--- config.mk ---
export PLATFORM = sky130hd
export DESIGN_NAME = adcpt_core
export DESIGN_NICKNAME = d
export VERILOG_FILES = /design/src/include/adcpt_pkg.sv /design/src/core/adcpt_core.sv
export SDC_FILE = /design/constraint.sdc
export NUM_CORES = 1
export LEC_CHECK = 0
export ABC_AREA = 0
export BUFFER_PORTS_ARGS = -buffer_cell sky130_fd_sc_hd__buf_2
export CAP_MARGIN = 25
export CORE_MARGIN = 8
export CORE_UTILIZATION = 58
export DETAILED_ROUTE_END_ITERATION = 8
export GPL_TIMING_DRIVEN = 0
export HOLD_SLACK_MARGIN = 0.02
export PLACE_DENSITY = 0.76
export SYNTH_ARGS = -nofsm -noshare
export SYNTH_HDL_FRONTEND = slang
export SYNTH_SLANG_ARGS = --single-unit
--- constraint.sdc ---
create_clock -name clock -period 4.3 [get_ports clock]
set_input_delay 0.43 -clock clock [delete_from_list [all_inputs] [get_ports clock]]
set_output_delay 0.43 -clock clock [all_outputs]
set_load 0.005 [all_outputs]
--- src/include/adcpt_pkg.sv ---
// Constants and carriers for the ADC phase timing block.
// Assumes a 32-bit classic Wishbone bus, bytes in lane 0.
package adcpt_pkg;
  // ==============================================
  // Register indexes (byte address = 4 * index)
  localparam logic [13:0] IDX_FLT_L = 14'h1D14;
  localparam logic [13:0] IDX_FLT_H = 14'h1D15;
  localparam logic [13:0] IDX_CNT = 14'h1D19;
  localparam logic [13:0] IDX_RPT = 14'h1D1A;
  localparam logic [13:0] IDX_PREV_L = 14'h1D1B;
  localparam logic [13:0] IDX_PREV_H = 14'h1D1C;
  localparam logic [13:0] IDX_RES_L = 14'h1D1D;
  localparam logic [13:0] IDX_RES_H = 14'h1D1E;
  localparam logic [13:0] IDX_ACQ_L = 14'h1D21;
  localparam logic [13:0] IDX_ACQ_H = 14'h1D22;
  localparam logic [13:0] IDX_CAP = 14'h1D23;
  localparam logic [13:0] IDX_PRE_L = 14'h1D24;
  localparam logic [13:0] IDX_PRE_H = 14'h1D25;
  localparam logic [13:0] IDX_CLKDIV = 14'h1D2D;
  localparam logic [13:0] IDX_CTRL = 14'h1D30;
  localparam logic [13:0] IDX_COMP = 14'h1D31;
  localparam logic [13:0] IDX_STAT = 14'h1D32;
  localparam logic [13:0] IDX_INT_ST = 14'h1D33;
  localparam logic [13:0] IDX_INT_CLR = 14'h1D34;
  localparam logic [13:0] IDX_INT_EN = 14'h1D35;
  // ==============================================
  // Field positions
  localparam int CTRL_GO = 0;
  localparam int CTRL_RC = 1;
  localparam int CTRL_PRIOR_SOURCE_SEL = 2;
  localparam int CTRL_FMT = 3;
  localparam int INT_DONE = 0;
  localparam int INT_THR = 1;
  localparam logic [13:0] ACQ_DEFAULT = 14'h2000;
  // ==============================================
  // Types
  typedef enum logic [2:0] {
    MODE_BASIC, MODE_ACCUM, MODE_AVG, MODE_BURST, MODE_LPF
  } adcpt_mode_t;
  typedef struct packed {
    logic cyc;
    logic stb;
    logic we;
    logic [15:0] adr;
    logic [31:0] dat;
    logic [3:0] sel;
  } adcpt_wb_req_t;
  typedef struct packed {
    logic precharge;
    logic acquire;
    logic convert_start;
    logic adc_clk_tick;
    logic [4:0] added_load;
  } adcpt_ana_t;
endpackage

--- src/core/adcpt_core.sv ---
// ADC phase timing, repeat tally and result capture.
// Assumes a Wishbone master, an analog core on the same
// clock and an asynchronous RC oscillator pin.
`timescale 1ns/100ps
`default_nettype none
module adcpt_core
  import adcpt_pkg::*;
(
  // Clock and reset
  input wire logic clock,
  input wire logic rst_b,
  // Wishbone slave
  input wire adcpt_wb_req_t wb_req,
  output logic ack_o,
  output logic [31:0] dat_o,
  // Analog core
  input wire logic trigger_i,
  input wire logic conv_done_i,
  input wire logic [9:0] conv_data_i,
  input wire logic rc_osc_pin,
  output adcpt_ana_t ana,
  // Interrupt
  output logic irq
);
  // ==============================================
  // Registers
  typedef enum logic [2:0] {
    ST_IDLE, ST_PRE, ST_ACQ, ST_START, ST_WAIT
  } adcpt_state_t;
  adcpt_state_t state;
  logic [12:0] pre;
  logic [12:0] sampling_window;
  logic [4:0] cap;
  logic [7:0] repeat_threshold;
  logic [7:0] tally;
  logic [15:0] res;
  logic [15:0] prev;
  logic [15:0] filt;
  logic signed [17:0] acc;
  logic [5:0] clk_div;
  logic ctl_rc;
  logic ctl_prior_source_sel;
  logic ctl_fmt;
  logic [2:0] mode;
  logic [2:0] shift;
  logic [1:0] int_st;
  logic [1:0] int_en;
  logic [13:0] cnt;
  logic [6:0] div_cnt;
  logic rc_s1;
  logic rc_s2;
  logic rc_s3;
  logic burst_pend;
  // ==============================================
  // Bus decode
  logic req;
  logic wr;
  logic [13:0] idx;
  logic [7:0] wd;
  logic [7:0] rd_byte;
  logic go_req;
  assign req = wb_req.cyc & wb_req.stb;
  assign wr = req & wb_req.we & ~ack_o & wb_req.sel[0];
  assign idx = wb_req.adr[15:2];
  assign wd = wb_req.dat[7:0];
  assign go_req = wr && idx == IDX_CTRL && wd[CTRL_GO];
  // ==============================================
  // Derived terms
  logic rc_tick;
  logic tick;
  logic start;
  logic done;
  logic tmode;
  logic check;
  logic [15:0] fmt_val;
  logic signed [17:0] raw_ext;
  logic signed [17:0] acc_sh;
  assign rc_tick = rc_s2 & ~rc_s3;
  assign tick = ctl_rc ? rc_tick : 1'b1;
  assign start = state == ST_IDLE &&
    (trigger_i | go_req | burst_pend);
  assign done = state == ST_WAIT && conv_done_i;
  assign tmode = mode == MODE_AVG || mode == MODE_BURST ||
    mode == MODE_LPF;
  assign check = done && tmode && tally == repeat_threshold;
  assign fmt_val = ctl_fmt ? {conv_data_i, 6'h00}
    : {6'h00, conv_data_i};
  assign raw_ext = $signed({8'h00, conv_data_i});
  assign acc_sh = acc >>> shift;
  // ==============================================
  // RC oscillator synchroniser
  always_ff @(posedge clock or negedge rst_b) begin
    if (!rst_b) begin
      rc_s1 <= 1'b0;
      rc_s2 <= 1'b0;
      rc_s3 <= 1'b0;
    end else begin
      rc_s1 <= rc_osc_pin;
      rc_s2 <= rc_s1;
      rc_s3 <= rc_s2;
    end
  end
  // ==============================================
  // Converter clock divider
  always_ff @(posedge clock or negedge rst_b) begin
    if (!rst_b) begin
      div_cnt <= 7'h00;
      ana.adc_clk_tick <= 1'b0;
    end else if (ctl_rc) begin
      // Divider bypassed on the RC source
      div_cnt <= 7'h00;
      ana.adc_clk_tick <= rc_tick;
    end else if (div_cnt == {clk_div, 1'b1}) begin
      div_cnt <= 7'h00;
      ana.adc_clk_tick <= 1'b1;
    end else begin
      div_cnt <= div_cnt + 7'h01;
      ana.adc_clk_tick <= 1'b0;
    end
  end
  // ==============================================
  // Phase sequencer
  always_ff @(posedge clock or negedge rst_b) begin
    if (!rst_b) begin
      state <= ST_IDLE;
      cnt <= 14'h0000;
    end else begin
      unique case (state)
        ST_IDLE: begin
          if (start) begin
            if (pre != 13'h0000) begin
              state <= ST_PRE;
              cnt <= {1'b0, pre};
            end else if (sampling_window != 13'h0000) begin
              state <= ST_ACQ;
              cnt <= {1'b0, sampling_window};
            end else begin
              state <= ST_START;
            end
          end
        end
        ST_PRE: begin
          if (tick && cnt == 14'h0001) begin
            state <= ST_ACQ;
            if (sampling_window == 13'h0000) begin
              cnt <= ACQ_DEFAULT;
            end else begin
              cnt <= {1'b0, sampling_window};
            end
          end else if (tick) begin
            cnt <= cnt - 14'h0001;
          end
        end
        ST_ACQ: begin
          if (tick && cnt == 14'h0001) begin
            state <= ST_START;
          end else if (tick) begin
            cnt <= cnt - 14'h0001;
          end
        end
        ST_START: begin
          state <= ST_WAIT;
        end
        ST_WAIT: begin
          if (conv_done_i) begin
            state <= ST_IDLE;
          end
        end
      endcase
    end
  end
  // ==============================================
  // Analog control outputs, one cycle behind state; added_load one cycle behind cap
  always_ff @(posedge clock or negedge rst_b) begin
    if (!rst_b) begin
      ana.precharge <= 1'b0;
      ana.acquire <= 1'b0;
      ana.convert_start <= 1'b0;
      ana.added_load <= 5'h00;
    end else begin
      ana.precharge <= state == ST_PRE;
      ana.acquire <= state == ST_ACQ;
      ana.convert_start <= state == ST_START;
      ana.added_load <= cap;
    end
  end
  // ==============================================
  // Burst retrigger until the group is checked
  always_ff @(posedge clock or negedge rst_b) begin
    if (!rst_b) begin
      burst_pend <= 1'b0;
    end else begin
      burst_pend <= done && mode == MODE_BURST && !check;
    end
  end
  // ==============================================
  // Trigger tally
  always_ff @(posedge clock or negedge rst_b) begin
    if (!rst_b) begin
      tally <= 8'h00;
    end else if (check) begin
      tally <= 8'h00;
    end else if (start && tmode && tally != 8'hFF) begin
      tally <= tally + 8'h01;
    end else if (wr && idx == IDX_CNT) begin
      tally <= wd;
    end
  end
  // ==============================================
  // Running sum and filtered value
  always_ff @(posedge clock or negedge rst_b) begin
    if (!rst_b) begin
      acc <= 18'sh00000;
    end else if (done) begin
      unique case (mode)
        MODE_ACCUM: acc <= acc + raw_ext;
        MODE_AVG, MODE_BURST: begin
          // First sample of a group restarts the sum
          acc <= tally == 8'h01 ? raw_ext : acc + raw_ext;
        end
        MODE_LPF: acc <= acc + raw_ext - acc_sh;
        default: acc <= acc;
      endcase
    end
  end
  always_ff @(posedge clock or negedge rst_b) begin
    if (!rst_b) begin
      filt <= 16'h0000;
    end else begin
      filt <= acc_sh[15:0];
    end
  end
  // ==============================================
  // Result and prior value
  always_ff @(posedge clock or negedge rst_b) begin
    if (!rst_b) begin
      res <= 16'h0000;
    end else if (done) begin
      res <= fmt_val;
    end else if (wr && idx == IDX_RES_L) begin
      res[7:0] <= wd;
    end else if (wr && idx == IDX_RES_H) begin
      res[15:8] <= wd;
    end
  end
  always_ff @(posedge clock or negedge rst_b) begin
    if (!rst_b) begin
      prev <= 16'h0000;
    end else if (start) begin
      // Result is already justified, so prev matches it when ctl_prior_source_sel is 0; when it is 1, prev takes filt
      prev <= ctl_prior_source_sel ? filt : res;
    end
  end
  // ==============================================
  // Configuration registers
  always_ff @(posedge clock or negedge rst_b) begin
    if (!rst_b) begin
      pre <= 13'h0000;
      sampling_window <= 13'h0000;
      cap <= 5'h00;
      repeat_threshold <= 8'h00;
      clk_div <= 6'h00;
      ctl_rc <= 1'b0;
      ctl_prior_source_sel <= 1'b0;
      ctl_fmt <= 1'b0;
      mode <= 3'h0;
      shift <= 3'h0;
      int_en <= 2'h0;
    end else if (wr) begin
      unique case (idx)
        IDX_PRE_L: pre[7:0] <= wd;
        IDX_PRE_H: pre[12:8] <= wd[4:0];
        IDX_ACQ_L: sampling_window[7:0] <= wd;
        IDX_ACQ_H: sampling_window[12:8] <= wd[4:0];
        IDX_CAP: cap <= wd[4:0];
        IDX_RPT: repeat_threshold <= wd;
        IDX_CLKDIV: clk_div <= wd[5:0];
        IDX_CTRL: begin
          ctl_rc <= wd[CTRL_RC];
          ctl_prior_source_sel <= wd[CTRL_PRIOR_SOURCE_SEL];
          ctl_fmt <= wd[CTRL_FMT];
        end
        IDX_COMP: begin
          mode <= wd[2:0];
          shift <= wd[6:4];
        end
        IDX_INT_EN: int_en <= wd[1:0];
        default: mode <= mode;
      endcase
    end
  end
  // ==============================================
  // Interrupt status, set wins over clear
  logic [1:0] clr_mask;
  logic [1:0] evt;
  assign clr_mask = (wr && idx == IDX_INT_CLR) ? wd[1:0]
    : 2'h0;
  assign evt = {check, done};
  always_ff @(posedge clock or negedge rst_b) begin
    if (!rst_b) begin
      int_st <= 2'h0;
      irq <= 1'b0;
    end else begin
      int_st <= (int_st & ~clr_mask) | evt;
      irq <= |(int_st & int_en);
    end
  end
  // ==============================================
  // Read mux
  always_comb begin
    rd_byte = 8'h00;
    unique case (idx)
      IDX_FLT_L: rd_byte = filt[7:0];
      IDX_FLT_H: rd_byte = filt[15:8];
      IDX_CNT: rd_byte = tally;
      IDX_RPT: rd_byte = repeat_threshold;
      IDX_PREV_L: rd_byte = prev[7:0];
      IDX_PREV_H: rd_byte = prev[15:8];
      IDX_RES_L: rd_byte = res[7:0];
      IDX_RES_H: rd_byte = res[15:8];
      IDX_ACQ_L: rd_byte = sampling_window[7:0];
      IDX_ACQ_H: rd_byte = {3'h0, sampling_window[12:8]};
      IDX_CAP: rd_byte = {3'h0, cap};
      IDX_PRE_L: rd_byte = pre[7:0];
      IDX_PRE_H: rd_byte = {3'h0, pre[12:8]};
      IDX_CLKDIV: rd_byte = {2'h0, clk_div};
      IDX_CTRL: begin
        rd_byte = {4'h0, ctl_fmt, ctl_prior_source_sel, ctl_rc,
          state != ST_IDLE};
      end
      IDX_COMP: rd_byte = {1'b0, shift, 1'b0, mode};
      IDX_STAT: rd_byte = {5'h00, state};
      IDX_INT_ST: rd_byte = {6'h00, int_st};
      IDX_INT_EN: rd_byte = {6'h00, int_en};
      default: rd_byte = 8'h00;
    endcase
  end
  // ==============================================
  // Bus answer, one wait state, unmapped reads zero
  always_ff @(posedge clock or negedge rst_b) begin
    if (!rst_b) begin
      ack_o <= 1'b0;
      dat_o <= 32'h0000_0000;
    end else begin
      ack_o <= req & ~ack_o;
      if (req && !ack_o) begin
        dat_o <= {24'h000000, rd_byte};
      end
    end
  end
  // ==============================================
  // Checks
  property p_pre_skip;
    @(posedge clock) disable iff (!rst_b)
    start && pre == 13'h0000 |=> state != ST_PRE;
  endproperty
  a_pre_skip: assert property (p_pre_skip)
    else $error("precharge not skipped");
  property p_pre_len;
    @(posedge clock) disable iff (!rst_b)
    start && pre != 13'h0000 |=>
      state == ST_PRE && cnt == {1'b0, $past(pre)};
  endproperty
  a_pre_len: assert property (p_pre_len)
    else $error("precharge length wrong");
  property p_acq_len;
    @(posedge clock) disable iff (!rst_b)
    start && pre == 13'h0000 && sampling_window != 13'h0000 |=>
      state == ST_ACQ && cnt == {1'b0, $past(sampling_window)};
  endproperty
  a_acq_len: assert property (p_acq_len)
    else $error("acquisition length wrong");
  property p_acq_default;
    @(posedge clock) disable iff (!rst_b)
    state == ST_PRE && tick && cnt == 14'h0001 &&
      sampling_window == 13'h0000 |=> state == ST_ACQ && cnt == 14'h2000;
  endproperty
  a_acq_default: assert property (p_acq_default)
    else $error("acquisition default not 8192");
  property p_tally_restart;
    @(posedge clock) disable iff (!rst_b)
    check |=> tally == 8'h00 && int_st[INT_THR];
  endproperty
  a_tally_restart: assert property (p_tally_restart)
    else $error("tally not restarted");
  property p_tally_mode;
    @(posedge clock) disable iff (!rst_b)
    start && !tmode && !(wr && idx == IDX_CNT) |=>
      $stable(tally);
  endproperty
  a_tally_mode: assert property (p_tally_mode)
    else $error("tally moved outside filter modes");
  property p_prev_src;
    @(posedge clock) disable iff (!rst_b)
    start |=> prev == ($past(ctl_prior_source_sel) ? $past(filt)
      : $past(res));
  endproperty
  a_prev_src: assert property (p_prev_src)
    else $error("prior value capture wrong");
  property p_res_cap;
    @(posedge clock) disable iff (!rst_b)
    done |=> res == $past(fmt_val);
  endproperty
  a_res_cap: assert property (p_res_cap)
    else $error("result not captured");
  property p_load;
    @(posedge clock) disable iff (!rst_b)
    ##1 ana.added_load == $past(cap);
  endproperty
  a_load: assert property (p_load)
    else $error("added load mismatch");
  property p_filt;
    @(posedge clock) disable iff (!rst_b)
    done ##1 1'b1 |=> filt == $past(acc_sh[15:0]);
  endproperty
  a_filt: assert property (p_filt)
    else $error("filtered value stale");
  property p_irq;
    @(posedge clock) disable iff (!rst_b)
    |(int_st & int_en) |=> irq;
  endproperty
  a_irq: assert property (p_irq)
    else $error("interrupt not raised");
endmodule // adcpt_core
`default_nettype wire

## Word level (Yosys, flattened, before mapping)

Cells that the tools add are included.

- Flip-flop bits (word level): 179
- Output and inout port bits: 43
- Logic and storage cells: 174

- Add/sub/neg operators: 5
- Equality and inequality tests: 40
- Shift-type cells: 1
- Mux-type cells: 33
- Bitwise gates (word level): 14
- Reduce and logical (&&, ||, !) cells: 46

Operator list:

| operator | number |
|---|---|
| 14-bit by 13-bit == test with 1-bit output, second input constant | 20 |
| 8-bit one-hot mux with 19 select lines | 1 |
| 14-bit 2-to-1 mux | 7 |
| 18-bit one-hot mux with 3 select lines | 1 |
| 16-bit 2-to-1 mux | 3 |
| 8-bit 2-to-1 mux | 6 |
| 14-bit one-hot mux with 3 select lines | 1 |
| 13-bit nonzero test | 2 |
| 2-bit AND reduction | 12 |
| 18-bit by 11-bit adder with 18-bit output | 1 |
| 18-bit 2-to-1 mux | 1 |
| 18-bit by 3-bit >>> shifter with 18-bit output | 1 |
| 18-bit subtractor | 1 |
| 1-bit logical AND | 16 |
| 3-bit one-hot mux with 5 select lines | 1 |
| 14-bit by 1-bit == test with 1-bit output, second input constant | 1 |
| 7-bit 2-to-1 mux | 2 |
| 14-bit by 1-bit subtractor with 14-bit output, second input constant | 1 |
| 13-bit zero test | 1 |
| 3-bit by 2-bit == test with 1-bit output, second input constant | 4 |
| 3-bit 2-to-1 mux | 4 |
| 2-bit inequality test, second input constant | 6 |
| 3-bit nonzero test | 4 |
| 8-bit by 1-bit adder with 8-bit output, second input constant | 1 |
| other kinds (22) | 41 |

## Logic depth before layout (Yosys ltp)

Gate-level depths: netlist (run 1).

- Depth after elaboration: 13
- Depth in mapped cells: 18

## Worst setup path after synthesis (run 1)

OpenSTA, ideal clock, no wires.

- Path type: reg-to-reg
- Start: register shift[0]
- End: register acc[14]
- Library setup time: 132 ps
- Data arrival time: 3,834 ps
- Data required time: 4,168 ps
- Path slack: 334 ps
- Cell stages (with the launch flop): 18
- Clock period less this slack: 3,966 ps
- Path through: dfrtp_1 -> buf_4 -> buf_2 -> buf_1 -> mux2i_1 -> a211oi_1 -> a21o_1 -> inv_1 -> ha_1 -> nor2b_1 -> o31a_1 -> nor3_1 -> o2111ai_1 -> maj3_2 -> maj3_1 -> a22o_1 -> mux2i_1 -> o21ai_1

- Word-level cells in the longest chain between the ends: 3

Ends and longest elaborated chain:

| what | line | text |
|---|---|---|
| start: declaration | adcpt_core.sv:45 | `logic [2:0] shift;` |
| start signal: assignment | adcpt_core.sv:285 | `shift <= wd[6:4];` |
| 18-bit by 3-bit >>> shifter with 18-bit output | adcpt_core.sv:89 | `assign acc_sh = acc >>> shift;` |
| net acc_sh[2] | adcpt_core.sv:77 | `logic signed [17:0] acc_sh;` |
| 18-bit subtractor | adcpt_core.sv:221 | `MODE_LPF: acc <= acc + raw_ext - acc_sh;` |
| 18-bit one-hot mux with 3 select lines | adcpt_core.sv:215 | `unique case (mode)` |
| end signal: assignment | adcpt_core.sv:216 | `MODE_ACCUM: acc <= acc + raw_ext;` |
| end signal: assignment | adcpt_core.sv:219 | `acc <= tally == 8'h01 ? raw_ext : acc + raw_ext;` |
| end signal: assignment | adcpt_core.sv:221 |  |
| end: declaration | adcpt_core.sv:39 | `logic signed [17:0] acc;` |

The timed path passes the listed nets, and every way through them passes these cells.
A chain may end at the register's enable or synchronous reset.

## Worst setup path after layout (run 1)

- Start: register shift[1]
- End: register acc[16]

Same word-level chain as after synthesis.

==> metrics.md, run 1 <==
| Metric | Value |
|---|---|
| First-pass GRT wire length | 53.71 mm |
| Minimum clock period | 4.099 ns |
| DR vias/cell | 6.298 |
| Post-layout nets | 1410 |
| Remaining antenna violation count | 0 |
| Clock buffer depth | 2 |
| Worst hold path class | primary input to flip-flop |
| Reg2Reg Depth | 16 |
| Seq pwr share | 0.424 |
| Share of layout cells above drive strength 1 | 0.1750 |
| Core area | 0.01933 mm^2 |
| Initial drt markers | 1167 |
| CP Launch Type | flip-flop |
| Top cell type's share of synthesized area | 0.3959 |
| Number of global-route vias before repair | 9752 |
| Comb power frac | 0.264 |
| Ant. Diodes | 0 |
| Initial antenna violation count | 0 |
| Routed wire length | 33.23 mm |
| Net switching power | 1.684 mW |
| Area grow syn2layout | 12.21% |
| Post-synth EDFFs | 0 |
| Number of max-cap violations | 0 |
| CTS buffer count | 17 |
| Total clock sinks | 179 |
| Kind of critical path | flip-flop to flip-flop |
| Max Clk Rate | 0.2440 GHz |
| Critical path depth in cells | 16 |
| Post-synth ARST share | 1.000 |
| Routed wire per std cell | 20.96 um |
| Worst-Skew Late Latency | 0.44 ns |
| Worst hold path depth | 1 |
| Crit end category | flip-flop |
| All-Layer GR Usage | 0.2823 |
| Buf+Inv Stages, Crit Path | 3 |
| R2r endpoint | acc[16]$_DFFE_PN0P_ |
| TritonCTS clock tree | done |
| Gr ovfl total | 0 |
| Worst r2r src | shift[1]$_DFFE_PN0P_ |
| Max-slew violations | 0 |
| Slowest stage delay, CP | 0.38 ns |
| Gp weighted congestion | 1.007 |
| H-tree lvl count | 4 |
| Port buffer count | 59 |
| Starting Density | 0.5852 |
| CP most frequent cell | buf_2 |
| Final Non-Filler Cells | 1585 |
| CP arrival | 4.42 ns |
| Die Ht | 155.7 um |
| Crit-path max FO | 10 |
| Slowest library cell on the worst path | maj3_1 |
| Register-to-register setup slack | 0.20 ns |
| Hpwl dp | 25.32 mm |
| Full die area | 0.02423 mm^2 |
| Cell Area, Synth | 0.01131 mm^2 |
| Yosys top cell by area | dfrtp_1 |
| RSZ-0062 raised after global routing | false |
| Synth top area cells | dfrtp_1 40%, mux2_2 7.2%, mux2i_1 4.0% |
| Top FF cell, synth | dfrtp_1 |
| Skew final | 0.01384 ns |
| Post-CTS setup buffer count | 0 |
| Via Count | 9983 |
| CP delay by family, top | adder cells |
| Clock power frac | 0.312 |
| Drc violations | 0 |
| Worst VDD drop | 0.2880 mV |
| Power Total | 4.935 mW |
| Largest net degree at the start of global routing | 129 |
| Internal power | 3.251 mW |
| Worst Tran Pin Value | 1.129 ns |
| Worst setup endpoint | acc[16]$_DFFE_PN0P_ |
| Die width | 155.7 um |
| Switching power share of the total | 0.3412 |
| Worst-path clk slew | 0.07 ns |
| Syn_area_per_cell | 9.390 um^2 |
| Yosys cell types | 84 |
| Crit path required time | 4.62 ns |
| Dpl cells | 1554 |
| Min Hold Slack | 0.1031 ns |
| Power Density | 388.7 mW/mm^2 |
| Synth Instances | 1205 |
| Seq/Total Area, Yosys | 0.3959 |
| Drt pass-1 iters | 6 |
| Crit path launch | shift[1]$_DFFE_PN0P_ |
| Cells along the critical path | buf_2, buf_2, buf_2, a21oi_1, o21ai_0, ha_1, fa_1, nor2b_1, o31a_1, nor3_2, o2111ai_1, maj3_2, maj3_1, a22o_1, mux2i_1, o21bai_1 |
| Final Cycle Share | 0.9531 |
| Row count | 51 |
| FF+latch count, synth | 179 |
| Yosys Warn Count | 0 |
| Max_slew headroom | 0.2404 |
| Status | finished clean |
| Leakage | 5.786 nW |
| Hold Vio Cnt, Final | 0 |
| Final setup violation count | 0 |
| # IOs | 113 |
| Fill cells | 1638 |
| Root buf cell | clkbuf_16 |
-- cells in the mapped netlist (11+ instances only) --
library cell and n:
clkbuf_1 47, nand3_1 29, a22o_1 11, ha_1 30, a21oi_1 77, nor4_1 17
xnor2_1 34, a31oi_1 11, a221oi_1 24, nor2_1 113, mux2_2 72, nor2b_1 12
a211oi_1 15, o21ai_0 80, nand2_1 100, a21o_1 17, nor3_1 25, dfrtp_1 179
mux2i_1 45, inv_1 36, a22oi_1 22, buf_4 27, nor3b_1 11, xor2_1 18
-- routing by layer --
layer	up-vias	wire [um]	global-route usage
met5	-	0	0
met4	0	1465	0.1511
met3	98	2392	0.04266
met2	463	15760	0.4545
met1	4825	13610	0.3616
li1	4597	-	-
-- sequential cells by signal, indices dropped and copies added (netlist names), 9 cells and up --
signal / count
acc: 18
filt: 16
prev: 16
res: 16
cnt: 14
pre: 13
sampling_window: 13
ana: 9
-- cell type report --
| class | count | area, um^2 | area share |
|---|---|---|---|
| Buffer | 82 | 425.4 | 0.03351 |
| Clock buffer | 19 | 452.9 | 0.03568 |
| Clock inverter | 12 | 121.4 | 0.009559 |
| Inverter | 37 | 138.9 | 0.01094 |
| Multi-Input combinational cell | 928 | 6394 | 0.5036 |
| Sequential cell | 179 | 4479 | 0.3528 |
| Tap cell | 265 | 331.6 | 0.02612 |
| Timing Repair Buffer | 63 | 352.8 | 0.02779 |
-- cells by family after synthesis --
logic type,count (synthesis),synth area share
simple gates,370,0.1630
fa+ha+maj,36,0.04036
buf+inv,121,0.04976
compound gates,327,0.1950
mux,118,0.1135
flops,179,0.3959
other cells,1,0.0003314
xor+xnor,53,0.04224
-- layout by cell type (no fill, tap or decap), types with 22 or more instances in the layout --
master    instances
a21oi_1          76
a22oi_1          22
a221oi_1         24
mux2i_1          45
inv_1            36
ha_1             30
conb_1           24
dfrtp_1         179
buf_2            66
nand3_1          29
o21ai_0          80
clkbuf_1         44
nor2_1          113
buf_4            27
nand2_1         100
mux2_2           72
xnor2_1          34
nor3_1           24
-- through the flow --
stage,utilization,setup slack [ns],setup TNS (ns),area (um^2)
2_1_floorplan,-,0.3338,0,11400
3_3_place_gp,0.6221,-0.3805,-2.766,12030
3_5_place_dp,0.6243,-0.4210,-1.731,12070
4_1_cts,0.6553,0.01292,0,12670
5_1_grt,0.6566,0.007489,0,12700
6_report,0.6566,0.2015,0,12700
-- worst register-to-register path, delay by kind of cell (launching register included) --
kind	cells	cell delay (ns)
AO/OA/AOI/OAI	6	1.18
adder cells (fa/ha/maj)	4	1.23
buffers and inverters	3	0.78
flip-flops	1	0.32
multiplexers	1	0.19
AND/OR/NAND/NOR	2	0.29
-- worst min path at each step --
stage | start | endpoint | slack (ns)
finish | rc_osc_pin | rc_s1$_DFF_PN0_ | 0.10
global route | rc_osc_pin | rc_s1$_DFF_PN0_ | 0.09
detailed placement | rc_s1$_DFF_PN0_ | rc_s2$_DFF_PN0_ | 0.34
floorplan | rst_b | acc[0]$_DFFE_PN0P_ | 0.13
global placement | rc_s1$_DFF_PN0_ | rc_s2$_DFF_PN0_ | 0.33
CTS | rc_osc_pin | rc_s1$_DFF_PN0_ | 0.09
-- power groups by stage --
stage	Combinational [mW]	Clock [mW]	Sequential, mW
floorplan	0.953	0	2.06
global placement	1.23	0	2.11
detailed placement	1.28	0	2.11
CTS	1.29	1.55	2.08
global route	1.44	1.62	2.11
finish	1.30	1.54	2.09
-- what timing repair did --
item,in CTS,in global routing
gates resized for setup,5,10
hold buffers,1,0
endpoints found under the hold margin,51,0
endpoints found under the setup margin,7,7
Power figures use the tool's default switching activity.
==> run 2: changes to the inputs <==
--- a/config.mk
+++ b/config.mk
@@ -8,12 +8,14 @@
 export ABC_AREA = 0
 export BUFFER_PORTS_ARGS = -buffer_cell sky130_fd_sc_hd__buf_2
 export CAP_MARGIN = 25
+export CORE_ASPECT_RATIO = 0.8
 export CORE_MARGIN = 8
 export CORE_UTILIZATION = 58
 export DETAILED_ROUTE_END_ITERATION = 8
 export GPL_TIMING_DRIVEN = 0
 export HOLD_SLACK_MARGIN = 0.02
 export PLACE_DENSITY = 0.76
+export SLEW_MARGIN = 20
 export SYNTH_ARGS = -nofsm -noshare
 export SYNTH_HDL_FRONTEND = slang
 export SYNTH_SLANG_ARGS = --single-unit
==> run 2 against run 1 <==
Effect of this change: total power is 3.7% higher; sequential cell count unchanged; via count is 2.2% higher; final cell count fell by 0.57%; non-clock buffer count fell by 3; highest routed layer is now met5; count of clock-buffer cells in the layout fell by 1; routed wire length increased by 7.3%; design area rose by 0.38%; global-route usage grew 1.3 points; critical path depth unchanged; setup slack got worse by 0.050 ns.
==> metrics.md, run 2 (synthesized netlist as in run 1, its figures left out) <==
| Metric | Value |
|---|---|
| Root buf cell | clkbuf_16 (unchanged) |
| Final setup violation count | 0 (unchanged) |
| Drt pass-1 iters | 8 (was 6) |
| Max Clk Rate | 0.2410 GHz (was 0.2440 GHz) |
| Number of global-route vias before repair | 9442 (was 9752) |
| CP arrival | 4.45 ns (was 4.42 ns) |
| H-tree lvl count | 4 (unchanged) |
| Routed wire length | 35.66 mm (was 33.23 mm) |
| DR vias/cell | 6.475 (was 6.298) |
| Remaining antenna violation count | 0 (unchanged) |
| Starting Density | 0.5945 (was 0.5852) |
| Full die area | 0.02426 mm^2 (was 0.02423 mm^2) |
| Internal power | 3.350 mW (was 3.251 mW) |
| Comb power frac | 0.260 (was 0.264) |
| TritonCTS clock tree | done (unchanged) |
| Area grow syn2layout | 12.64% (was 12.21%) |
| Total clock sinks | 179 (unchanged) |
| Net switching power | 1.768 mW (was 1.684 mW) |
| CP delay by family, top | compound AO/OA/AOI/OAI gates (was adder cells) |
| Setup ws final | 0.1514 ns (was 0.2015 ns) |
| Ant. Diodes | 0 (unchanged) |
| Initial drt markers | 1324 (was 1167) |
| Hpwl dp | 26.69 mm (was 25.32 mm) |
| Hold Vio Cnt, Final | 0 (unchanged) |
| Status | finished clean (unchanged) |
| Commonest non-fill, non-tap cells in the layout | 179 x dfrtp_1, 113 x nor2_1, 100 x nand2_1 (unchanged) |
| Number of max-cap violations | 0 (unchanged) |
| Most common cell after layout, fill and taps aside | dfrtp_1 (unchanged) |
| Minimum clock period | 4.149 ns (was 4.099 ns) |
| Row count | 45 (was 51) |
| Buf+Inv Stages, Crit Path | 0 (was 3) |
| CP Launch Type | flip-flop (unchanged) |
| Max-slew violations | 0 (unchanged) |
| Power Total | 5.118 mW (was 4.935 mW) |
| Crit-path max FO | 3 (was 10) |
| Gp weighted congestion | 0.9705 (was 1.007) |
| Clock power frac | 0.327 (was 0.312) |
| Worst-path clk slew | 0.07 ns (about the same) |
| Final Util | 0.6697 (was 0.6566) |
| Post-CTS setup buffer count | 0 (unchanged) |
| Drc violations | 0 (unchanged) |
| Routed wire per std cell | 22.63 um (was 20.96 um) |
| Power Density | 401.6 mW/mm^2 (was 388.7 mW/mm^2) |
| All-Layer GR Usage | 0.2951 (was 0.2823) |
| Initial antenna violation count | 1 (was 0) |
| DR top layer | met5 (was met4) |
| Max reg flops | 18 (unchanged) |
| Seq pwr share | 0.413 (was 0.424) |
| Register-to-register setup slack | 0.15 ns (was 0.20 ns) |
| Largest net degree at the start of global routing | 95 (was 129) |
| # IOs | 113 (unchanged) |
| Gr ovfl total | 0 (unchanged) |
| Switching power share of the total | 0.3455 (was 0.3412) |
| First-pass GRT wire length | 54.92 mm (was 53.71 mm) |
| Via Count | 10200 (was 9983) |
| WL met3 | 4.708 mm (was 2.392 mm) |
| CTS buffer count | 17 (unchanged) |
| Leakage | 5.793 nW (was 5.786 nW) |
| Worst Tran Pin Value | 1.025 ns (was 1.129 ns) |
| Skew final | 0.009269 ns (was 0.01384 ns) |
| Port buffer count | 59 (unchanged) |
| Worst VDD drop | 0.2487 mV (was 0.2880 mV) |
| Max_slew headroom | 0.3104 (was 0.2404) |
| Core area | 0.01903 mm^2 (was 0.01933 mm^2) |
| Final Cycle Share | 0.9648 (was 0.9531) |
| Clock buffer depth | 2 (unchanged) |
| Met1 WL | 15.55 mm (was 13.61 mm) |
| Cells along the critical path | ha_1, fa_1, a211oi_2, o21bai_1, a21oi_1, xnor2_1, ha_1, o21ai_0, nor2_1, a2bb2oi_2, a31oi_1, maj3_1, a21oi_2, o22a_1, xnor2_1, o21ai_0 (was buf_2, buf_2, buf_2, a21oi_1, o21ai_0, ha_1, fa_1, nor2b_1, o31a_1, nor3_2, o2111ai_1, maj3_2, maj3_1, a22o_1, mux2i_1, o21bai_1) |
| Crit end category | flip-flop (unchanged) |
| Share of layout cells above drive strength 1 | 0.1768 (was 0.1750) |
| Largest register by flop count | acc (unchanged) |
| Worst-Skew Late Latency | 0.43 ns (was 0.44 ns) |
| Die Ht | 140.9 um (was 155.7 um) |
| Slowest library cell on the worst path | fa_1 (was maj3_1) |
| Crit path required time | 4.60 ns (was 4.62 ns) |
| Die width | 172.2 um (was 155.7 um) |
| Post-layout nets | 1407 (was 1410) |
| Worst hold path class | primary input to flip-flop (unchanged) |
| Worst slack, placed | -0.4202 ns (was -0.4210 ns) |
| Kind of critical path | flip-flop to flip-flop (unchanged) |
| Met2 wire length | 14.75 mm (was 15.76 mm) |
| Slowest stage delay, CP | 0.45 ns (was 0.38 ns) |
==> run 2: cell types whose count changed in the layout (fill, tap and decap cells not counted), moves of 2 or more <==
| cell | before | now |
|---|---|---|
| inv_6 | 4 | 2 |
| clkbuf_8 | 2 | 0 |
| bufinv_16 | 1 | 3 |
| clkbuf_2 | 1 | 3 |
| nor4_2 | 1 | 4 |
| inv_8 | 1 | 3 |
| nor4_1 | 17 | 14 |
| buf_2 | 66 | 62 |
==> run 2: path summary, 6_finish.rpt <==
check	startpoint	end	depth (start not counted)
max	acc[0]$_DFFE_PN0P_	acc[15]$_DFFE_PN0P_	16
min	rc_osc_pin	rc_s1$_DFF_PN0_	1
max reg2reg	acc[0]$_DFFE_PN0P_	acc[15]$_DFFE_PN0P_	16
min reg2reg	rc_s1$_DFF_PN0_	rc_s2$_DFF_PN0_	0
max in group asynchronous	rst_b	acc[15]$_DFFE_PN0P_	3
min in group asynchronous	rst_b	ana[6]$_DFF_PN0_	2
==> run 2: area by class of cell <==
| class | count | area [um^2] |
|---|---|---|
| multi-input combinational | 928 | 6412 |
| fill | 1594 | 6286 |
| sequential | 179 | 4479 |
| clock buffer | 18 | 429.2 |
| buffer | 80 | 412.9 |
| timing repair buffer | 62 | 347.8 |
| tap | 258 | 322.8 |
| clock inverter | 14 | 197.7 |
| inverter | 37 | 142.6 |
==> run 2: per-stage QoR <==
stage / setup TNS (ns) / area, um^2 / instances / hold WS (ns)
final: 0 / 12740 / 1576 / 0.1010
after global routing: -0.1071 / 12740 / 1576 / 0.08777
after CTS: 0 / 12710 / 1577 / 0.09306
after detailed placement: -1.841 / 12080 / 1546 / 0.3396
after global placement: -14.32 / 12020 / 1545 / 0.3431
after floorplan: 0 / 11400 / 1228 / 0.1344
==> run 2: power by group through the flow <==
stage	clock network (mW)	logic (mW)	registers [mW]
after global placement	0	1.25	2.12
after CTS	1.69	1.30	2.10
final	1.67	1.33	2.11
after floorplan	0	0.953	2.06
after detailed placement	0	1.29	2.13
after global routing	1.76	1.46	2.13
==> run 2: per-layer routing <==
layer  GRT usage  vias to the layer above
met5           0                        -
met1      0.4364                     4957
met2      0.4027                      600
li1            -                     4589
met3     0.09849                       56
met4     0.07790                        2
==> run 2: what timing repair did <==
item                       CTS  global route
hold buffers                 1             0
gates resized for setup      3            10
setup endpoints to repair    7             6
hold endpoints to repair     6             0
